### config.mk
export PLATFORM = sky130hd
export DESIGN_NAME = itpr_top
export DESIGN_NICKNAME = d
export VERILOG_FILES = /design/src/rtl/itpr_pkg.sv /design/src/rtl/itpr_counter.sv /design/src/rtl/itpr_top.sv
export VERILOG_INCLUDE_DIRS = /design/src /design/src/rtl
export SDC_FILE = /design/constraint.sdc
export NUM_CORES = 1
export LEC_CHECK = 0
export BUFFER_PORTS_ARGS = -buffer_cell sky130_fd_sc_hd__buf_2
export CORE_ASPECT_RATIO = 0.7
export CORE_MARGIN = 5
export CORE_UTILIZATION = 45
export CTS_BUF_LIST = sky130_fd_sc_hd__clkbuf_4 sky130_fd_sc_hd__clkbuf_8
export DETAILED_ROUTE_END_ITERATION = 12
export PLACE_DENSITY_LB_ADDON = 0.08
export SLEW_MARGIN = 20
export SYNTH_ARGS = -nofsm -noshare
export SYNTH_HDL_FRONTEND = slang
export SYNTH_HIERARCHICAL = 1
export SYNTH_SLANG_ARGS = --single-unit
### constraint.sdc
create_clock -name MCLK_IN -period 16.66 [get_ports MCLK_IN]
set_clock_uncertainty 0.15 [all_clocks]
set_input_delay 2.499 -clock MCLK_IN [delete_from_list [all_inputs] [get_ports MCLK_IN]]
set_output_delay 2.499 -clock MCLK_IN [all_outputs]
set_load 0.01 [all_outputs]
### src/rtl/itpr_defs.svh
// constants for the interval timer program and read-back block
// assumes it is included by bare name from rtl files
`ifndef ITPR_DEFS_SVH
`define ITPR_DEFS_SVH
`define ITPR_NUM_TIMERS 4
`define ITPR_PORT_CNT0 3'h0
`define ITPR_PORT_CNT1 3'h1
`define ITPR_PORT_CNT2 3'h2
`define ITPR_PORT_CTRL1 3'h3
`define ITPR_PORT_CNT3 3'h4
`define ITPR_PORT_CTRL2 3'h7
`define ITPR_SEL_MSB 7
`define ITPR_SEL_LSB 6
`define ITPR_RW_MSB 5
`define ITPR_RW_LSB 4
`define ITPR_MODE_MSB 3
`define ITPR_MODE_LSB 1
`define ITPR_BCD_BIT 0
`define ITPR_RW_LATCH 2'h0
`define ITPR_RW_LOW 2'h1
`define ITPR_RW_HIGH 2'h2
`define ITPR_RW_BOTH 2'h3
`define ITPR_SEL_READBACK 2'h3
`define ITPR_RB_NCOUNT_BIT 5
`define ITPR_RB_NSTATUS_BIT 4
`define ITPR_ST_OUT_BIT 7
`define ITPR_ST_NULL_BIT 6
`define ITPR_OUT_INIT 1'b1
`define ITPR_MODE_RESET 3'h0
`define ITPR_RW_RESET 2'h1
`endif

### src/rtl/itpr_pkg.sv
// types for the interval timer program and read-back block
// assumes nothing beyond the defs header
package itpr_pkg;
  typedef struct packed {
    logic [1:0] rw;
    logic [2:0] mode;
    logic bcd;
  } itpr_cfg_t;
  typedef struct packed {
    logic wr;
    logic rd;
    logic [2:0] addr;
    logic [7:0] data;
  } itpr_bus_t;
endpackage : itpr_pkg

### src/rtl/itpr_counter.sv
// one 16-bit counting element and its load logic, fed from the count register held in itpr_top
// assumes clk_en marks a sampled timer clock edge and gate is synchronised
`timescale 1ns/10ps
`default_nettype none
`include "itpr_defs.svh"
module itpr_counter (
  input wire logic clk, // system clock
  input wire logic rst, // async reset
  input wire logic clk_en, // timer clock tick
  input wire logic gate, // counting enable
  input wire logic prog, // control word written
  input wire logic load, // new count complete
  input wire logic [15:0] cr, // count register value
  output logic [15:0] count, // live counting element
  output logic null_cnt, // count pending
  output logic timer_output_pin // output level
);
  logic [15:0] cnt_reg, cnt_next;
  logic null_reg, null_next;
  logic out_reg, out_next;

  // simple decrementing model; the mode is only stored for the status byte, no mode specific behaviour exists
  always_comb begin
    cnt_next = cnt_reg;
    null_next = null_reg;
    out_next = out_reg;
    if (prog) begin
      null_next = 1'b1;
      out_next = `ITPR_OUT_INIT;
    end
    if (load) begin
      null_next = 1'b1;
    end
    if (clk_en && null_reg && !load && !prog) begin
      cnt_next = cr;
      null_next = 1'b0;
    end else if (clk_en && gate && !null_reg && !prog) begin
      // a control word in the tick cycle wins over counting
      cnt_next = cnt_reg - 16'h0001;
      if (cnt_reg == 16'h0001) begin
        out_next = ~out_reg;
      end
    end
  end

  always_ff @(posedge clk or posedge rst) begin
    if (rst) begin
      cnt_reg <= 16'h0000;
      null_reg <= 1'b1;
      out_reg <= `ITPR_OUT_INIT;
    end else begin
      cnt_reg <= cnt_next;
      null_reg <= null_next;
      out_reg <= out_next;
    end
  end

  assign count = cnt_reg;
  assign null_cnt = null_reg;
  assign timer_output_pin = out_reg;
endmodule : itpr_counter
`default_nettype wire

### src/rtl/itpr_top.sv
// programming, latch and read-back logic for four interval timers
// assumes byte bus strobes are synchronous one-cycle pulses on MCLK_IN
`timescale 1ns/10ps
`default_nettype none
`include "itpr_defs.svh"
// Overview of operation
// - a control word resets that timer's control logic and output at once
// - count bytes follow the format: low only, high only, or low then high
// - a new count leaves the programmed mode untouched, same byte format
// - state after reset is not meaningful; software must program each timer
// - plain read returns the live count, only safe with clock held off
// - gate pins work on timers 2 and 3; timers 0 and 1 always enabled
// - a latch command is a zero access code; select field picks the timer
// - latch freezes the count until read or reprogrammed, counting unaffected
// - a second latch before reading is ignored
// - latched count is read in the programmed format; other timers may interleave
// - reads and writes of one timer interleave with separate byte pointers
// - read-back command selects several timers, each unlatched on its own read
// - repeated read-back count latches are ignored until read
// - status latch captures mode, output level and pending flag
// - pending flag shows count not yet moved into the counting element
// - repeated status latches are ignored until read
// - one read-back may latch both count and status
// - status is read first, then count bytes, then live count
module itpr_top #(
  parameter int NUM_TIMERS = `ITPR_NUM_TIMERS // timer count
) (
  input wire logic MCLK_IN, // 200 MHz system clock
  input wire logic RST_IN, // async reset, active high
  input wire logic WR_IN, // byte write strobe
  input wire logic RD_IN, // byte read strobe
  input wire logic [2:0] ADDR_IN, // register port
  input wire logic [7:0] DATA_IN, // write data
  output logic [7:0] DATA_OUT, // read data, registered
  input wire logic TCLK_IN, // shared timer clock pin
  input wire logic GATE2_IN, // gate pin of timer 2
  input wire logic GATE3_IN, // gate pin of timer 3
  output logic [3:0] TIMER_OUTPUT_PIN_OUT // timer output pins
);
  logic [2:0] tclk_sync_reg, tclk_sync_next;
  logic [1:0] g2_sync_reg, g2_sync_next;
  logic [1:0] g3_sync_reg, g3_sync_next;
  logic tick;
  logic [3:0] gate;
  itpr_pkg::itpr_bus_t bus;

  always_comb begin
    tclk_sync_next = {tclk_sync_reg[1:0], TCLK_IN};
    g2_sync_next = {g2_sync_reg[0], GATE2_IN};
    g3_sync_next = {g3_sync_reg[0], GATE3_IN};
  end

  always_ff @(posedge MCLK_IN or posedge RST_IN) begin
    if (RST_IN) begin
      tclk_sync_reg <= 3'h0;
      g2_sync_reg <= 2'h0;
      g3_sync_reg <= 2'h0;
    end else begin
      tclk_sync_reg <= tclk_sync_next;
      g2_sync_reg <= g2_sync_next;
      g3_sync_reg <= g3_sync_next;
    end
  end

  // counting happens on the falling timer clock edge
  assign tick = tclk_sync_reg[2] & ~tclk_sync_reg[1];
  assign gate = {g3_sync_reg[1], g2_sync_reg[1], 1'b1, 1'b1};
  assign bus = '{wr: WR_IN, rd: RD_IN, addr: ADDR_IN, data: DATA_IN};

  logic is_ctrl1, is_ctrl2, is_ctrl;
  logic [1:0] sel;
  logic is_rb, is_latch, is_cw;
  assign is_ctrl1 = bus.wr && (bus.addr == `ITPR_PORT_CTRL1);
  assign is_ctrl2 = bus.wr && (bus.addr == `ITPR_PORT_CTRL2);
  assign is_ctrl = is_ctrl1 | is_ctrl2;
  assign sel = bus.data[`ITPR_SEL_MSB:`ITPR_SEL_LSB];
  // the second control port only addresses timer 3
  assign is_rb = is_ctrl && (sel == `ITPR_SEL_READBACK);
  assign is_latch = is_ctrl && !is_rb
    && (bus.data[`ITPR_RW_MSB:`ITPR_RW_LSB] == `ITPR_RW_LATCH);
  assign is_cw = is_ctrl && !is_rb && !is_latch;

  logic [7:0] rd_mux;
  logic [NUM_TIMERS-1:0] rd_hit;
  logic [7:0] rd_byte [NUM_TIMERS];

  genvar gi;
  generate
    for (gi = 0; gi < NUM_TIMERS; gi++) begin : g_tmr
      localparam logic [2:0] PORT = (gi == 3) ? `ITPR_PORT_CNT3 : 3'(gi);
      logic target, cw_hit, lat_hit, rbc_hit, rbs_hit, wr_hit;
      itpr_pkg::itpr_cfg_t cfg_reg, cfg_next;
      logic [15:0] cr_reg, cr_next;
      logic wr_hi_reg, wr_hi_next;
      logic rd_hi_reg, rd_hi_next;
      logic [15:0] ol_reg, ol_next;
      logic ol_held_reg, ol_held_next;
      logic [7:0] st_reg, st_next;
      logic st_held_reg, st_held_next;
      logic load;
      logic [15:0] count;
      logic null_cnt, timer_output_pin;

      assign target = is_ctrl2 ? (gi == 3) : (gi != 3) && (sel == 2'(gi));
      assign cw_hit = is_cw && target;
      assign lat_hit = is_latch && target;
      assign rbc_hit = is_rb && (is_ctrl2 ? (gi == 3) : (gi != 3) && bus.data[gi + 1])
        && !bus.data[`ITPR_RB_NCOUNT_BIT];
      assign rbs_hit = is_rb && (is_ctrl2 ? (gi == 3) : (gi != 3) && bus.data[gi + 1])
        && !bus.data[`ITPR_RB_NSTATUS_BIT];
      assign wr_hit = bus.wr && (bus.addr == PORT);
      assign rd_hit[gi] = bus.rd && (bus.addr == PORT);

      always_comb begin
        cfg_next = cfg_reg;
        cr_next = cr_reg;
        wr_hi_next = wr_hi_reg;
        rd_hi_next = rd_hi_reg;
        ol_next = ol_reg;
        ol_held_next = ol_held_reg;
        st_next = st_reg;
        st_held_next = st_held_reg;
        load = 1'b0;
        if (cw_hit) begin
          // mode set only here, never by count writes
          cfg_next.rw = bus.data[`ITPR_RW_MSB:`ITPR_RW_LSB];
          cfg_next.mode = bus.data[`ITPR_MODE_MSB:`ITPR_MODE_LSB];
          cfg_next.bcd = bus.data[`ITPR_BCD_BIT];
          wr_hi_next = 1'b0;
          rd_hi_next = 1'b0;
          ol_held_next = 1'b0;
          st_held_next = 1'b0;
        end
        if (wr_hit) begin
          case (cfg_reg.rw)
            `ITPR_RW_LOW: begin
              cr_next = {8'h00, bus.data};
              load = 1'b1;
            end
            `ITPR_RW_HIGH: begin
              cr_next = {bus.data, 8'h00};
              load = 1'b1;
            end
            `ITPR_RW_BOTH: begin
              if (wr_hi_reg) begin
                cr_next = {bus.data, cr_reg[7:0]};
                load = 1'b1;
              end else begin
                cr_next = {cr_reg[15:8], bus.data};
              end
              wr_hi_next = ~wr_hi_reg;
            end
            default: begin
              cr_next = cr_reg;
            end
          endcase
        end
        if ((lat_hit || rbc_hit) && !ol_held_reg) begin
          ol_next = count;
          ol_held_next = 1'b1;
        end
        if (rbs_hit && !st_held_reg) begin
          st_next = {timer_output_pin, null_cnt, cfg_reg.rw, cfg_reg.mode, cfg_reg.bcd};
          st_held_next = 1'b1;
        end
        if (rd_hit[gi]) begin
          if (st_held_reg) begin
            st_held_next = 1'b0;
          end else if (cfg_reg.rw == `ITPR_RW_BOTH) begin
            rd_hi_next = ~rd_hi_reg;
            if (rd_hi_reg) begin
              ol_held_next = 1'b0;
            end
          end else begin
            ol_held_next = 1'b0;
          end
        end
      end

      always_comb begin
        logic [15:0] src;
        src = ol_held_reg ? ol_reg : count;
        rd_byte[gi] = src[7:0];
        if (st_held_reg) begin
          rd_byte[gi] = st_reg;
        end else if (cfg_reg.rw == `ITPR_RW_HIGH
          || (cfg_reg.rw == `ITPR_RW_BOTH && rd_hi_reg)) begin
          rd_byte[gi] = src[15:8];
        end
      end

      always_ff @(posedge MCLK_IN or posedge RST_IN) begin
        if (RST_IN) begin
          // reset values are not meaningful to software
          cfg_reg <= '{rw: `ITPR_RW_RESET, mode: `ITPR_MODE_RESET, bcd: 1'b0};
          cr_reg <= 16'h0000;
          wr_hi_reg <= 1'b0;
          rd_hi_reg <= 1'b0;
          ol_reg <= 16'h0000;
          ol_held_reg <= 1'b0;
          st_reg <= 8'h00;
          st_held_reg <= 1'b0;
        end else begin
          cfg_reg <= cfg_next;
          cr_reg <= cr_next;
          wr_hi_reg <= wr_hi_next;
          rd_hi_reg <= rd_hi_next;
          ol_reg <= ol_next;
          ol_held_reg <= ol_held_next;
          st_reg <= st_next;
          st_held_reg <= st_held_next;
        end
      end

      itpr_counter u_cnt (
        .clk(MCLK_IN),
        .rst(RST_IN),
        .clk_en(tick),
        .gate(gate[gi]),
        .prog(cw_hit),
        .load(load),
        .cr(cr_next),
        .count(count),
        .null_cnt(null_cnt),
        .timer_output_pin(timer_output_pin)
      );
      assign TIMER_OUTPUT_PIN_OUT[gi] = timer_output_pin;
    end
  endgenerate

  always_comb begin
    rd_mux = 8'h00;
    for (int i = 0; i < NUM_TIMERS; i++) begin
      if (rd_hit[i]) begin
        rd_mux = rd_byte[i];
      end
    end
  end

  logic [7:0] dout_reg, dout_next;
  // data held after a read so the host can sample it next cycle
  assign dout_next = (|rd_hit) ? rd_mux : dout_reg;
  always_ff @(posedge MCLK_IN or posedge RST_IN) begin
    if (RST_IN) begin
      dout_reg <= 8'h00;
    end else begin
      dout_reg <= dout_next;
    end
  end
  assign DATA_OUT = dout_reg;
endmodule : itpr_top
`default_nettype wire

# == Word level (Yosys, flattened, before mapping) ==
# Cells that the tools add are included.
# classes
n_eq_ne,24
n_reduce_logical,116
addsub,4
n_bitwise,15
n_mux,151
# op_table
cell,n
two-way mux 16 bit,20
one-hot mux 16 bit (3 select lines),4
two-way mux 1 bit,111
two-way mux 8 bit,12
logical AND 1 bit,68
"equality test 16 x 1 -> 1 bit, second input constant",4
"subtractor 16 x 1 -> 16 bit, second input constant",4
zero test 1 bit,24
"equality test 2 bit, second input constant",10
NOT 1 bit,13
nonzero test 3 bit,4
"equality test 2 x 1 -> 1 bit, second input constant",5
logical OR 1 bit,8
one-hot mux 1 bit (2 select lines),4
nonzero test 2 bit,4
OR reduction 2 bit,4
"equality test 3 x 2 -> 1 bit, second input constant",2
"equality test 3 bit, second input constant",2
zero test 2 bit,2
OR reduction 4 bit,1
"equality test 3 x 1 -> 1 bit, second input constant",1
zero test 3 bit,1
AND 1 bit,1
OR 1 bit,1
# totals
reg_bits,287
word_cells,366

# == Longest topological paths before layout ==
# Gate-level depths: netlist (run 1).
# logic_depth
depth_word,16
mapped_depth,12
depth_no_buf,9

# == Hierarchy ==
# The synthesis (run 1) kept the hierarchy.
# by_module_without_submodules
module,seq_area_each_um2,n_inst,area_each_um2,cells_each
itpr_top,5385.2,1,9855.7,736
itpr_counter at g_tmr[1].u_cnt ...,452.9,3,1031.0,110
itpr_counter at g_tmr[0].u_cnt,452.9,1,1056.0,110

# == Worst setup path after synthesis (run 1) ==
# Ideal clock, no wire load.
# synth_timing
path_kind,in2reg
from,in DATA_IN[5]
to,reg g_tmr[1].u_cnt.cnt_reg[10]
setup_slack_ns,11.760
path_buffers,3
stages,12
t_required_ns,16.379
arrival_time_ns,4.619
cell_sequence,clkbuf_1 -> o21ai_0 -> nor2_1 -> nand4b_1 -> clkbuf_1 -> inv_1 -> nor4bb_1 -> buf_2 -> nand4_1 -> nor3_1 -> xnor2_1 -> o21ai_1
# synth_between
elab_chain_cells,8
# synth_rtl
item,line,rtl
start: declaration,itpr_top.sv:33,"input wire logic [7:0] DATA_IN,"
zero test 2 bit (no source line) (*),--,
logical AND 1 bit (*),itpr_top.sv:79,assign is_latch = is_ctrl && !is_rb
zero test 1 bit (*),itpr_top.sv:81,assign is_cw = is_ctrl && !is_rb && !is_latch;
logical AND 1 bit (*),itpr_top.sv:81,
logical AND 1 bit (*),itpr_top.sv:105,assign cw_hit = is_cw && target;
named net g_tmr[1].cw_hit,itpr_top.sv:91,"logic target, cw_hit, lat_hit, rbc_hit, rbs_hit, wr_hit;"
zero test 1 bit (*),"itpr_counter.sv:34, itpr_counter.sv:37",
"logical AND 1 bit, on equally long branches","itpr_counter.sv:34, itpr_counter.sv:37",
two-way mux 16 bit / nonzero test 2 bit (equally long branches),--,
end signal: assignment,itpr_counter.sv:52,cnt_reg <= cnt_next;
end: declaration,itpr_counter.sv:18,"logic [15:0] cnt_reg, cnt_next;"
# Mark *: on every way through the listed nets, which the timed path passes. The rest lies on a longest branch.
# A chain may end at the register's enable or synchronous reset.

# == Worst setup path after layout (run 1) ==
# layout_timing
from,in DATA_IN[4]
to,reg g_tmr[2].u_cnt.cnt_reg[2]
# layout_between
elab_chain_cells,8
# layout_rtl
item,line
zero test 2 bit (no source line) (*),--
logical AND 1 bit (*),itpr_top.sv:79
zero test 1 bit (*),itpr_top.sv:81
logical AND 1 bit (*),itpr_top.sv:81
logical AND 1 bit (*),itpr_top.sv:105
named net g_tmr[2].cw_hit,itpr_top.sv:91
zero test 1 bit (*),"itpr_counter.sv:34, itpr_counter.sv:37"
"logical AND 1 bit, on equally long branches","itpr_counter.sv:34, itpr_counter.sv:37"
two-way mux 16 bit / nonzero test 2 bit (equally long branches),--
end signal: assignment,itpr_counter.sv:52
end: declaration,itpr_counter.sv:18
# Marked as above.

==> run metrics, run 1 <==
Finished Layout Cells=1671; CP Launch Type=input port; pin count of the biggest net entering global routing=85; Max-Cap Viols=0; Area growth, synth to finish=11.20%; first-pass GRT wire length=approximately 60000 um; critical path endpoint category=flip-flop; setup slack, reg-to-reg=13.60 ns; Hold Violations, Final=0; Syn Area/Cell=roughly 12 sq um; initial drt markers=a little under 900; Slew HR=24.24%; RSZ-0062 raised after global routing=no; Reg2Reg Depth=7; die area=34810 sq um; CTS H-tree depth=2; commonest non-fill, non-tap cells in the layout=dfrtp_1, mux2_2, nand2_1; Ant. Diodes=0; post-synthesis cell count=about 1200; final wirelength=about 40000 um; # DRC=0; TritonCTS Sinks=around 290; layout cell share with drive strength beyond 1=26.78%; register clock-pin slew on the reported worst setup and hold paths=0.06 ns; EDFF count, synth=0; first-pass iteration count of the detailed router=5; initial antenna violation count=0; maximum clock path buffer count=3; hold depth=0; Clock Latency Late Sink=about 0.60 ns; max-slew violations=0; Tot Pwr=between 2000 and 2500 uW; pre-CTS WS=10.80 ns; Die H=157.6 um; gp weighted congestion=between 0.8 and 0.9; WS Path Type=input port to flip-flop; root buffer cell=clkbuf_8; drt wl/cell=~24 um; Seq cells post-synth=287; Crit path arrival time=roughly 5.7 ns; HPWL Detailed=roughly 27000 um; VDD IR max=roughly 73 uV; # hold bufs at CTS=0; Area contributors post-synth=dfrtp_1, mux2_2, mux4_2; number of global-route vias before repair=~10000; top cell type's share of synthesized area=49.14%; most common cell after layout, fill and taps aside=dfrtp_1; register area share after synthesis=between 50% and 60%; Post-CTS Setup Repair Bufs=0; Initial Util=a little under half; GRT Overall Usage=22.98%; Placeable Area=30940 sq um; # nets final=roughly 1300; minimum clock period=5.326 ns; Setup-failing EPs final=0; die width=220.9 um; total gr overflow=0; status=finished, final reports clean; leakage power=a little under 0.007 uW; synthesized area=around 14000 sq um; post-layout util=~50%; Final ANT Viol Nets=0; Worst-Margin Slew=1.121 ns; Vias=~10000; CTS resizes=0; Primary FF master, synth=dfrtp_1; CP Max Fanout=23; leading area contributor after synthesis=dfrtp_1; Pwr per Cell Area=between 100 and 150 nW/um^2; placed cell count=roughly 1600; Port Buffers=29; Setup WS post-layout=11.33 ns; YS warnings=6; fraction of registers with async set/reset=100.0%; I/O pins=30; CP required=17.00 ns; row cnt=54; CTS buffer count=48; Unique masters post-synth=slightly below 80; FMAX=approximately 190 MHz; Final TNS setup=0 ns; Tcrit/Tclk final=between 30% and 40%; worst hold path type=flip-flop to flip-flop; vias per cell=5.959; CTS tree=built
## Yosys cell counts (8+ instances only)
| cell | count |
|---|---|
| o21ai_1 | 14 |
| a21oi_1 | 43 |
| mux4_2 | 32 |
| nor3_2 | 9 |
| buf_2 | 10 |
| nor3_1 | 26 |
| nor4_1 | 10 |
| xor2_1 | 12 |
| or3_1 | 17 |
| inv_1 | 42 |
| o211ai_1 | 9 |
| a221o_1 | 11 |
| ha_1 | 24 |
| a22o_1 | 66 |
| nand2b_1 | 8 |
| mux2_2 | 116 |
| nand3_1 | 29 |
| a22oi_1 | 21 |
| dfrtp_1 | 275 |
| o21ai_0 | 59 |
| nor2_1 | 63 |
| xnor2_1 | 24 |
| dfstp_2 | 12 |
| nand2_1 | 71 |
| clkbuf_1 | 31 |
## layout make-up
cell class | instances | area, sq um
multi-input combinational | 795 | 6416
inverter | 42 | 165.2
sequential | 287 | 7197
fill | 2844 | 15370
clock buffer | 79 | 999.7
tap | 420 | 525.5
timing repair buffer | 39 | 220.2
clock inverter | 9 | 50.05
## worst max-delay path: stages
cell and delay (ns):
buf_2 0.49, o21ai_0 0.20, nor2_1 0.33, nand3_1 0.51, inv_1 0.31, nor2_1 0.10, and3_1 0.48, nor2_1 0.46
o21ai_0 0.16, o211ai_1 0.11
## per-layer routing
layer | up-vias | global-route usage (%) | share of wire, %
met4 | 0 | 5.195 | 1.7
met5 | - | 0 | 0
met2 | 306 | 30.85 | 40
met1 | 5090 | 36.94 | 51
met3 | 49 | 5.950 | 7.2
li1 | 4512 | - | -
## stage by stage
stage | hold WS (ns) | instance area [sq um]
6_report | 0.1962 | 15570
5_1_grt | 0.2013 | 15570
4_1_cts | 0.1982 | 15570
3_5_place_dp | 0.1847 | 14520
3_3_place_gp | 0.1830 | 14520
2_1_floorplan | 0.1812 | 14020
## logic make-up after synthesis
| logic type | count (synthesis) | share of synthesized area [%] |
|---|---|---|
| other | 1 | 0.02678 |
| muxes | 149 | 14.54 |
| xor gates and xnor gates | 36 | 2.251 |
| DFF | 287 | 51.39 |
| adders and majority gates | 24 | 2.144 |
| buffers and inverters | 97 | 2.984 |
| AOI/OAI and AO/OA | 269 | 13.46 |
| and+or+nand+nor | 313 | 13.20 |
## worst paths after layout
| path | from | endpoint |
|---|---|---|
| setup / recovery | DATA_IN[4] | g_tmr[2].u_cnt/count[2] |
| hold / removal | g3_sync_reg[0] | g3_sync_reg[1] |
| setup reg to reg | g_tmr[0].cfg_reg[4] | DATA_OUT[2] |
| hold reg to reg | g3_sync_reg[0] | g3_sync_reg[1] |
| max in group asynchronous | RST_IN | g_tmr[1].cfg_reg[1] |
| min in group asynchronous | RST_IN | g_tmr[1].ol_reg[12] |
## power breakdown
group | internal, uW | switching (uW) | total [uW]
clock | 379 | 296 | 675
combinational | 270 | 273 | 544
sequential | 867 | 205 | 1070
total | 1520 | 774 | 2290
No activity file was read; power rests on OpenSTA's default activity.
==> inputs of run 2 (changes only) <==
==> constraint.sdc (replaced) <==
create_clock -name MCLK_IN -period 5.13 [get_ports MCLK_IN]
set_clock_uncertainty 0.15 [all_clocks]
set_input_delay 0.7695 -clock MCLK_IN [delete_from_list [all_inputs] [get_ports MCLK_IN]]
set_output_delay 0.7695 -clock MCLK_IN [all_outputs]
set_load 0.01 [all_outputs]
==> run 2 against run 1 <==
  * Clock power rose to 3.3 times the previous value
  * Via count about the same
  * Die area unchanged
  * Sequential share of layout area down 0.18 points
  * Utilization up 0.20 points
  * Combinational power rose to 3.3 times the previous value
  * Cell count up 0.24%
  * Hold slack worse by 0.045 ns
  * Final area up 0.40%
  * Worst setup slack worse by 9.6 ns
  * Critical path depth unchanged
  * Critical path type unchanged
  * Largest power group unchanged
==> run metrics, run 2 (same netlist as run 1, synthesis figures left out) <==
Worst-Margin Slew=1.085 ns (-0.03630 ns); status=finished, final reports clean; die area=34810 sq um (unchanged); Pwr per Cell Area=476.8 nW/um^2 (+220%); Initial Util=45.26% (unchanged); worst setup path endpoint=g_tmr[3].u_cnt/count[2]; layout cell share with drive strength beyond 1=26.87% (+0.095 points); register clock-pin slew on the reported worst setup and hold paths=0.06 ns (about the same); GRT Overall Usage=22.43% (-0.55 points); Hold Violations, Final=0 (unchanged); max-slew violations=0 (unchanged); # hold bufs at CTS=0 (unchanged); TritonCTS Sinks=287 (unchanged); delay-heaviest family, CP=simple AND/OR/NAND/NOR gates; RSZ-0062 raised after global routing=no; worst hold path type=input port to async pin; # nets final=1259 (+0.32%); vias per cell=5.948 (-0.18%); critical path endpoint category=flip-flop; origin of the worst setup path=DATA_IN[4]; pre-CTS WS=1.223 ns (-9.573 ns); Tot Pwr=7456 uW (+230%); CTS buffer count=47 (-2.1%); Die H=157.6 um (unchanged); initial antenna violation count=0 (unchanged); Vias=9963 (+0.060%); setup slack, reg-to-reg=1.86 ns (-11.74 ns); first-pass GRT wire length=60660 um (-1.8%); die width=220.9 um (unchanged); initial drt markers=986 (+10%); CTS tree=built; Reg2Reg Depth=6 (-1); Area growth, synth to finish=11.65%; leakage power=0.006812 uW (+0.55%); # DRC=0 (unchanged); post-layout util=50.53% (+0.20 points); crit path cell chain=buf_2 -> o21ai_0 -> nor3b_1 -> nand2_1 -> inv_1 -> nor2_1 -> and3_1 -> nor2_1 -> o21ai_0 -> o211ai_1; CP Max Fanout=23 (unchanged); maximum clock path buffer count=3 (unchanged); FMAX=293.2 MHz; Crit path arrival time=3.75 ns (-1.92 ns); Critical Path Max Stage Delay=0.51 ns (about the same); CP Launch Type=input port; Post-CTS Setup Repair Bufs=0 (unchanged); CP Depth=10 (unchanged); gp weighted congestion=0.8611 (-3.7%); Slew HR=27.68% (+3.4 points); Final ANT Viol Nets=0 (unchanged); Worst R2R Start=g_tmr[3].cfg_reg[4]; Tcrit/Tclk final=approximately two thirds; root buffer cell=clkbuf_8; Clock Latency Late Sink=0.58 ns (-0.02 ns); I/O pins=30 (unchanged); total gr overflow=0 (unchanged); final wirelength=39100 um (-1.1%); drt wl/cell=23.34 um (-1.3%); WS Path Type=input port to flip-flop; pin count of the biggest net entering global routing=113 (+33%); CTS resizes=0 (unchanged); R2R Path End=DATA_OUT[4]; Max-Cap Viols=0 (unchanged); Setup-failing EPs final=0 (unchanged); VDD IR max=244.5 uV (+230%); final instance area=15640 sq um (+0.40%); WP buf/inv=2 (unchanged); HPWL Detailed=27410 um (+0.50%); Port Buffers=29 (unchanged); placed inst area=14580 sq um (+0.36%); first-pass iteration count of the detailed router=6 (+1); Slowest cell on crit path=nor3b_1; CTS H-tree depth=2 (unchanged); minimum clock period=approximately 3.4 ns; commonest non-fill, non-tap cells in the layout=dfrtp_1, mux2_2, nand2_1; Final TNS setup=0 ns (unchanged); row cnt=54 (unchanged); Setup WS post-layout=1.719 ns (-9.615 ns); number of global-route vias before repair=9716 (-1.2%); CP required=5.46 ns (-11.54 ns); most common cell after layout, fill and taps aside=dfrtp_1; Placeable Area=30940 sq um (unchanged)
## run 2: layout make-up
class                           instances  area, sq um
Clock inverter                          8        65.06
Fill cell                            2823        15310
Tap cell                              420        525.5
Antenna cell                            1        2.502
Clock buffer                           78        992.2
Sequential cell                       287         7197
Timing Repair Buffer                   44        282.8
Multi-Input combinational cell        795         6410
Inverter                               42        161.4
## run 2: where the power goes
group / internal (uW) / switching [uW]
clock: 1270 / 942
combinational: 881 / 897
sequential: 2820 / 650
total: 4970 / 2490
## run 2: stage by stage
stage / instances / hold slack (ns)
6_report: 1675 / 0.1510
5_1_grt: 1674 / 0.1187
4_1_cts: 1674 / 0.1064
3_5_place_dp: 1588 / 0.1847
3_3_place_gp: 1588 / 0.1838
2_1_floorplan: 1179 / 0.1812
## run 2: worst min path at each step
stage,start,end,cells past startpoint
6_report,RST_IN,g_tmr[1].ol_reg[9],2
5_1_grt,GATE2_IN,g2_sync_reg[0],1
4_1_cts,TCLK_IN,tclk_sync_reg[0],1
3_5_place_dp,tclk_sync_reg[0],tclk_sync_reg[1],0
3_3_place_gp,g3_sync_reg[0],g3_sync_reg[1],0
2_1_floorplan,g2_sync_reg[0],g2_sync_reg[1],0
## run 2: layer usage
metal	global-route usage [%]	vias up	wire length (um)
met5	0	-	0
met4	4.752	0	725
met3	6.525	66	3059
met2	28.97	338	14980
met1	36.64	5056	20330
li1	-	4503	-
## run 2: worst register-to-register path: stages (launching register included)
cell and delay (ns):
dfstp_2 0.55, inv_1 0.08, ha_1 0.23, a21oi_1 0.83, mux4_2 0.45, a221oi_1 0.69, o22ai_1 0.15
==> inputs of run 3 (changes only) <==
--- a/config.mk
+++ b/config.mk
@@ -6,6 +6,7 @@
 export SDC_FILE = /design/constraint.sdc
 export NUM_CORES = 1
 export LEC_CHECK = 0
+export ABC_AREA = 1
 export BUFFER_PORTS_ARGS = -buffer_cell sky130_fd_sc_hd__buf_2
 export CORE_ASPECT_RATIO = 0.7
 export CORE_MARGIN = 5
==> constraint.sdc (replaced) <==
create_clock -name MCLK_IN -period 3.1 [get_ports MCLK_IN]
set_clock_uncertainty 0.15 [all_clocks]
set_input_delay 0.465 -clock MCLK_IN [delete_from_list [all_inputs] [get_ports MCLK_IN]]
set_output_delay 0.465 -clock MCLK_IN [all_outputs]
set_load 0.01 [all_outputs]
==> run 3 against run 2 <==
  * Non-clock buffer count up 16
  * Power is 72% higher
  * Hold slack worse by 0.11 ns
  * Wire length up 13%
  * First-iteration DRC count grew 23%
  * Largest power group unchanged
  * Utilization is 0.28 points lower
  * Synthesized cell count increased by 76%
  * Sequential share of layout area down 4.5 points
==> run metrics, run 3 <==
minimum clock period=2.661 ns; die area=38620 sq um (+11%); row cnt=57 (+5.6%); CTS buffer count=49 (+4.3%); pre-CTS WS=0.2964 ns (-0.9269 ns); # nets final=2153 (+71%); WS Path Type=flip-flop to flip-flop; final instance area=17340 sq um (+11%); CTS tree=built; CP required=3.42 ns (-2.04 ns); Die H=165.9 um (+5.3%); Slowest cell on crit path=o21ai_0; post-synthesis cell count=2071 (+76%); first-pass iteration count of the detailed router=5 (-1); Setup-failing EPs final=0 (unchanged); commonest non-fill, non-tap cells in the layout=nand2_1, dfrtp_1, o21ai_0; CP Max Fanout=10 (-57%); Crit path arrival time=2.98 ns (-0.77 ns); final wirelength=44360 um (+13%); max-slew violations=0 (unchanged); YS warnings=6 (unchanged); drt wl/cell=16.91 um (-28%); HPWL Detailed=31660 um (+15%); Port Buffers=29 (unchanged); register clock-pin slew on the reported worst setup and hold paths=0.06 ns (about the same); VDD IR max=363.5 uV (+49%); Setup WS post-layout=0.4394 ns (-1.280 ns); vias per cell=5.207 (-12%); TritonCTS Sinks=287 (unchanged); register area share after synthesis=46.05% (-5.3 points); Clock Latency Late Sink=0.60 ns (+0.02 ns); maximum clock path buffer count=3 (unchanged); Worst Hold Slack=0.04035 ns (-0.1106 ns); leading area contributor after synthesis=dfrtp_1; Placeable Area=34520 sq um (+12%); post-layout util=50.25% (-0.28 points); leakage power=0.008628 uW (+27%); I/O pins=30 (unchanged); CP Launch Type=flip-flop; WP buf/inv=2 (unchanged); Area growth, synth to finish=10.98%; FMAX=375.9 MHz; initial drt markers=1215 (+23%); CTS resizes=0 (unchanged); Primary FF master, synth=dfrtp_1; placed inst area=16190 sq um (+11%); crit path cell chain=ha_1 -> nand2_1 -> inv_1 -> o21ai_0 -> o21ai_0 -> o21ai_2 -> inv_1 -> nand2_1 -> nand2_1; die width=232.7 um (+5.4%); Final TNS setup=0 ns (unchanged); most common cell after layout, fill and taps aside=nand2_1; # DRC=0 (unchanged); CTS H-tree depth=2 (unchanged); Post-synth top cells=nand2_1, dfrtp_1, o21ai_0; synthesized area=15630 sq um (+12%); layout cell share with drive strength beyond 1=12.04% (-15 points); EDFF count, synth=0 (unchanged); first-pass GRT wire length=71940 um (+19%); Worst-Margin Slew=1.000 ns (-0.08437 ns); fraction of registers with async set/reset=100.0% (unchanged); Slew HR=32.60% (+4.9 points); Syn Area/Cell=7.546 sq um (-37%); Initial Util=45.28% (about the same); gp weighted congestion=0.8663 (+0.60%); root buffer cell=clkbuf_8; delay-heaviest family, CP=compound AO/OA/AOI/OAI gates; GRT Overall Usage=23.06% (+0.64 points); critical path endpoint category=flip-flop; Tcrit/Tclk final=85.82%; number of global-route vias before repair=13040 (+34%); top cell type's share of synthesized area=44.03% (-5.1 points); Max-Cap Viols=0 (unchanged); pin count of the biggest net entering global routing=46 (-59%); RSZ-0062 raised after global routing=no; Hold Violations, Final=0 (unchanged); top-count cell post-synth=nand2_1; worst hold path type=input port to async pin; Critical Path Max Stage Delay=0.82 ns (+0.31 ns); total gr overflow=0 (unchanged); CP Depth=9 (-1); Vias=13660 (+37%); Pwr per Cell Area=739.2 nW/um^2 (+55%); status=finished, final reports clean; CP dominant cell by count=nand2_1; Unique masters post-synth=42 (-45%); initial antenna violation count=1 (+1); Final ANT Viol Nets=0 (unchanged); Seq cells post-synth=287 (unchanged); Reg2Reg Depth=9 (+3); Area contributors post-synth=dfrtp_1, nand2_1, o21ai_0
[run 3: path summary, 6_finish.rpt]
path                                startpoint                       to  slack [ns]
min in group MCLK_IN                     WR_IN       g_tmr[1].wr_hi_reg        0.12
max in group asynchronous               RST_IN      g_tmr[1].cfg_reg[4]        1.95
max                        g_tmr[3].cfg_reg[5]  g_tmr[3].u_cnt/count[9]        0.44
min                                     RST_IN  g_tmr[1].u_cnt/count[1]        0.04
min reg2reg                   tclk_sync_reg[0]         tclk_sync_reg[1]        0.20
max reg2reg                g_tmr[3].cfg_reg[5]  g_tmr[3].u_cnt/count[9]        0.44
[run 3: kinds of logic (layout without fill, tap and decap cells)]
kind of cell / Yosys count / count (layout) / synth area share, %
AO/OA/AOI/OAI: 404 / 404 / 14.07
XOR/XNOR: 4 / 4 / 0.2241
adder cells (fa/ha/maj): 24 / 24 / 1.921
buffers and inverters: 312 / 391 / 8.702
flip-flops: 287 / 287 / 46.05
other: 1 / 3 / 0.02399
AND/OR/NAND/NOR: 1039 / 1039 / 29.00
[run 3: stage by stage]
step	std cells	power [uW]
after CTS	2623	12930
after floorplan	2072	7831
after global placement	2529	8931
final	2624	12820
after detailed placement	2529	8981
after global routing	2624	13740
[run 3: area by class of cell]
cell class / instances / area [sq um]
fillers: 3553 / 17170
flip-flops and latches: 287 / 7197
clock inverters: 9 / 100.1
diodes: 1 / 2.502
repair buffers: 60 / 435.4
multi-input cells: 1473 / 7082
inverters: 240 / 914.6
well taps: 472 / 590.6
clock buffers: 82 / 1022
[run 3: worst reg2reg max path, cell delays in order (launching register included)]
cell	delay [ns]
dfrtp_1	0.41
ha_1	0.25
nand2_1	0.09
inv_1	0.14
o21ai_0	0.82
o21ai_0	0.35
o21ai_2	0.20
inv_1	0.05
nand2_1	0.05
nand2_1	0.04
[run 3: repair_timing]
action                    in CTS  in global routing
hold endpoints to repair       3                  0
setup buffers                  0                  0
hold buffers                   3                  0
[run 3: layer usage]
metal  wire length [um]  global-route usage [%]  vias up
li1                   -                       -     6746
met1              22320                   36.00     6537
met2              18750                   33.22      321
met3               2260                   3.794       59
met4               1040                   5.980        0
met5                  0                       0        -
[run 3: report_power, final]
group,leakage (uW),internal [uW],total [uW],switching [uW]
Combinational,0.00426,1200,3490,2290
Clock,0.000594,2240,3880,1630
Sequential,0.00377,4580,5450,872
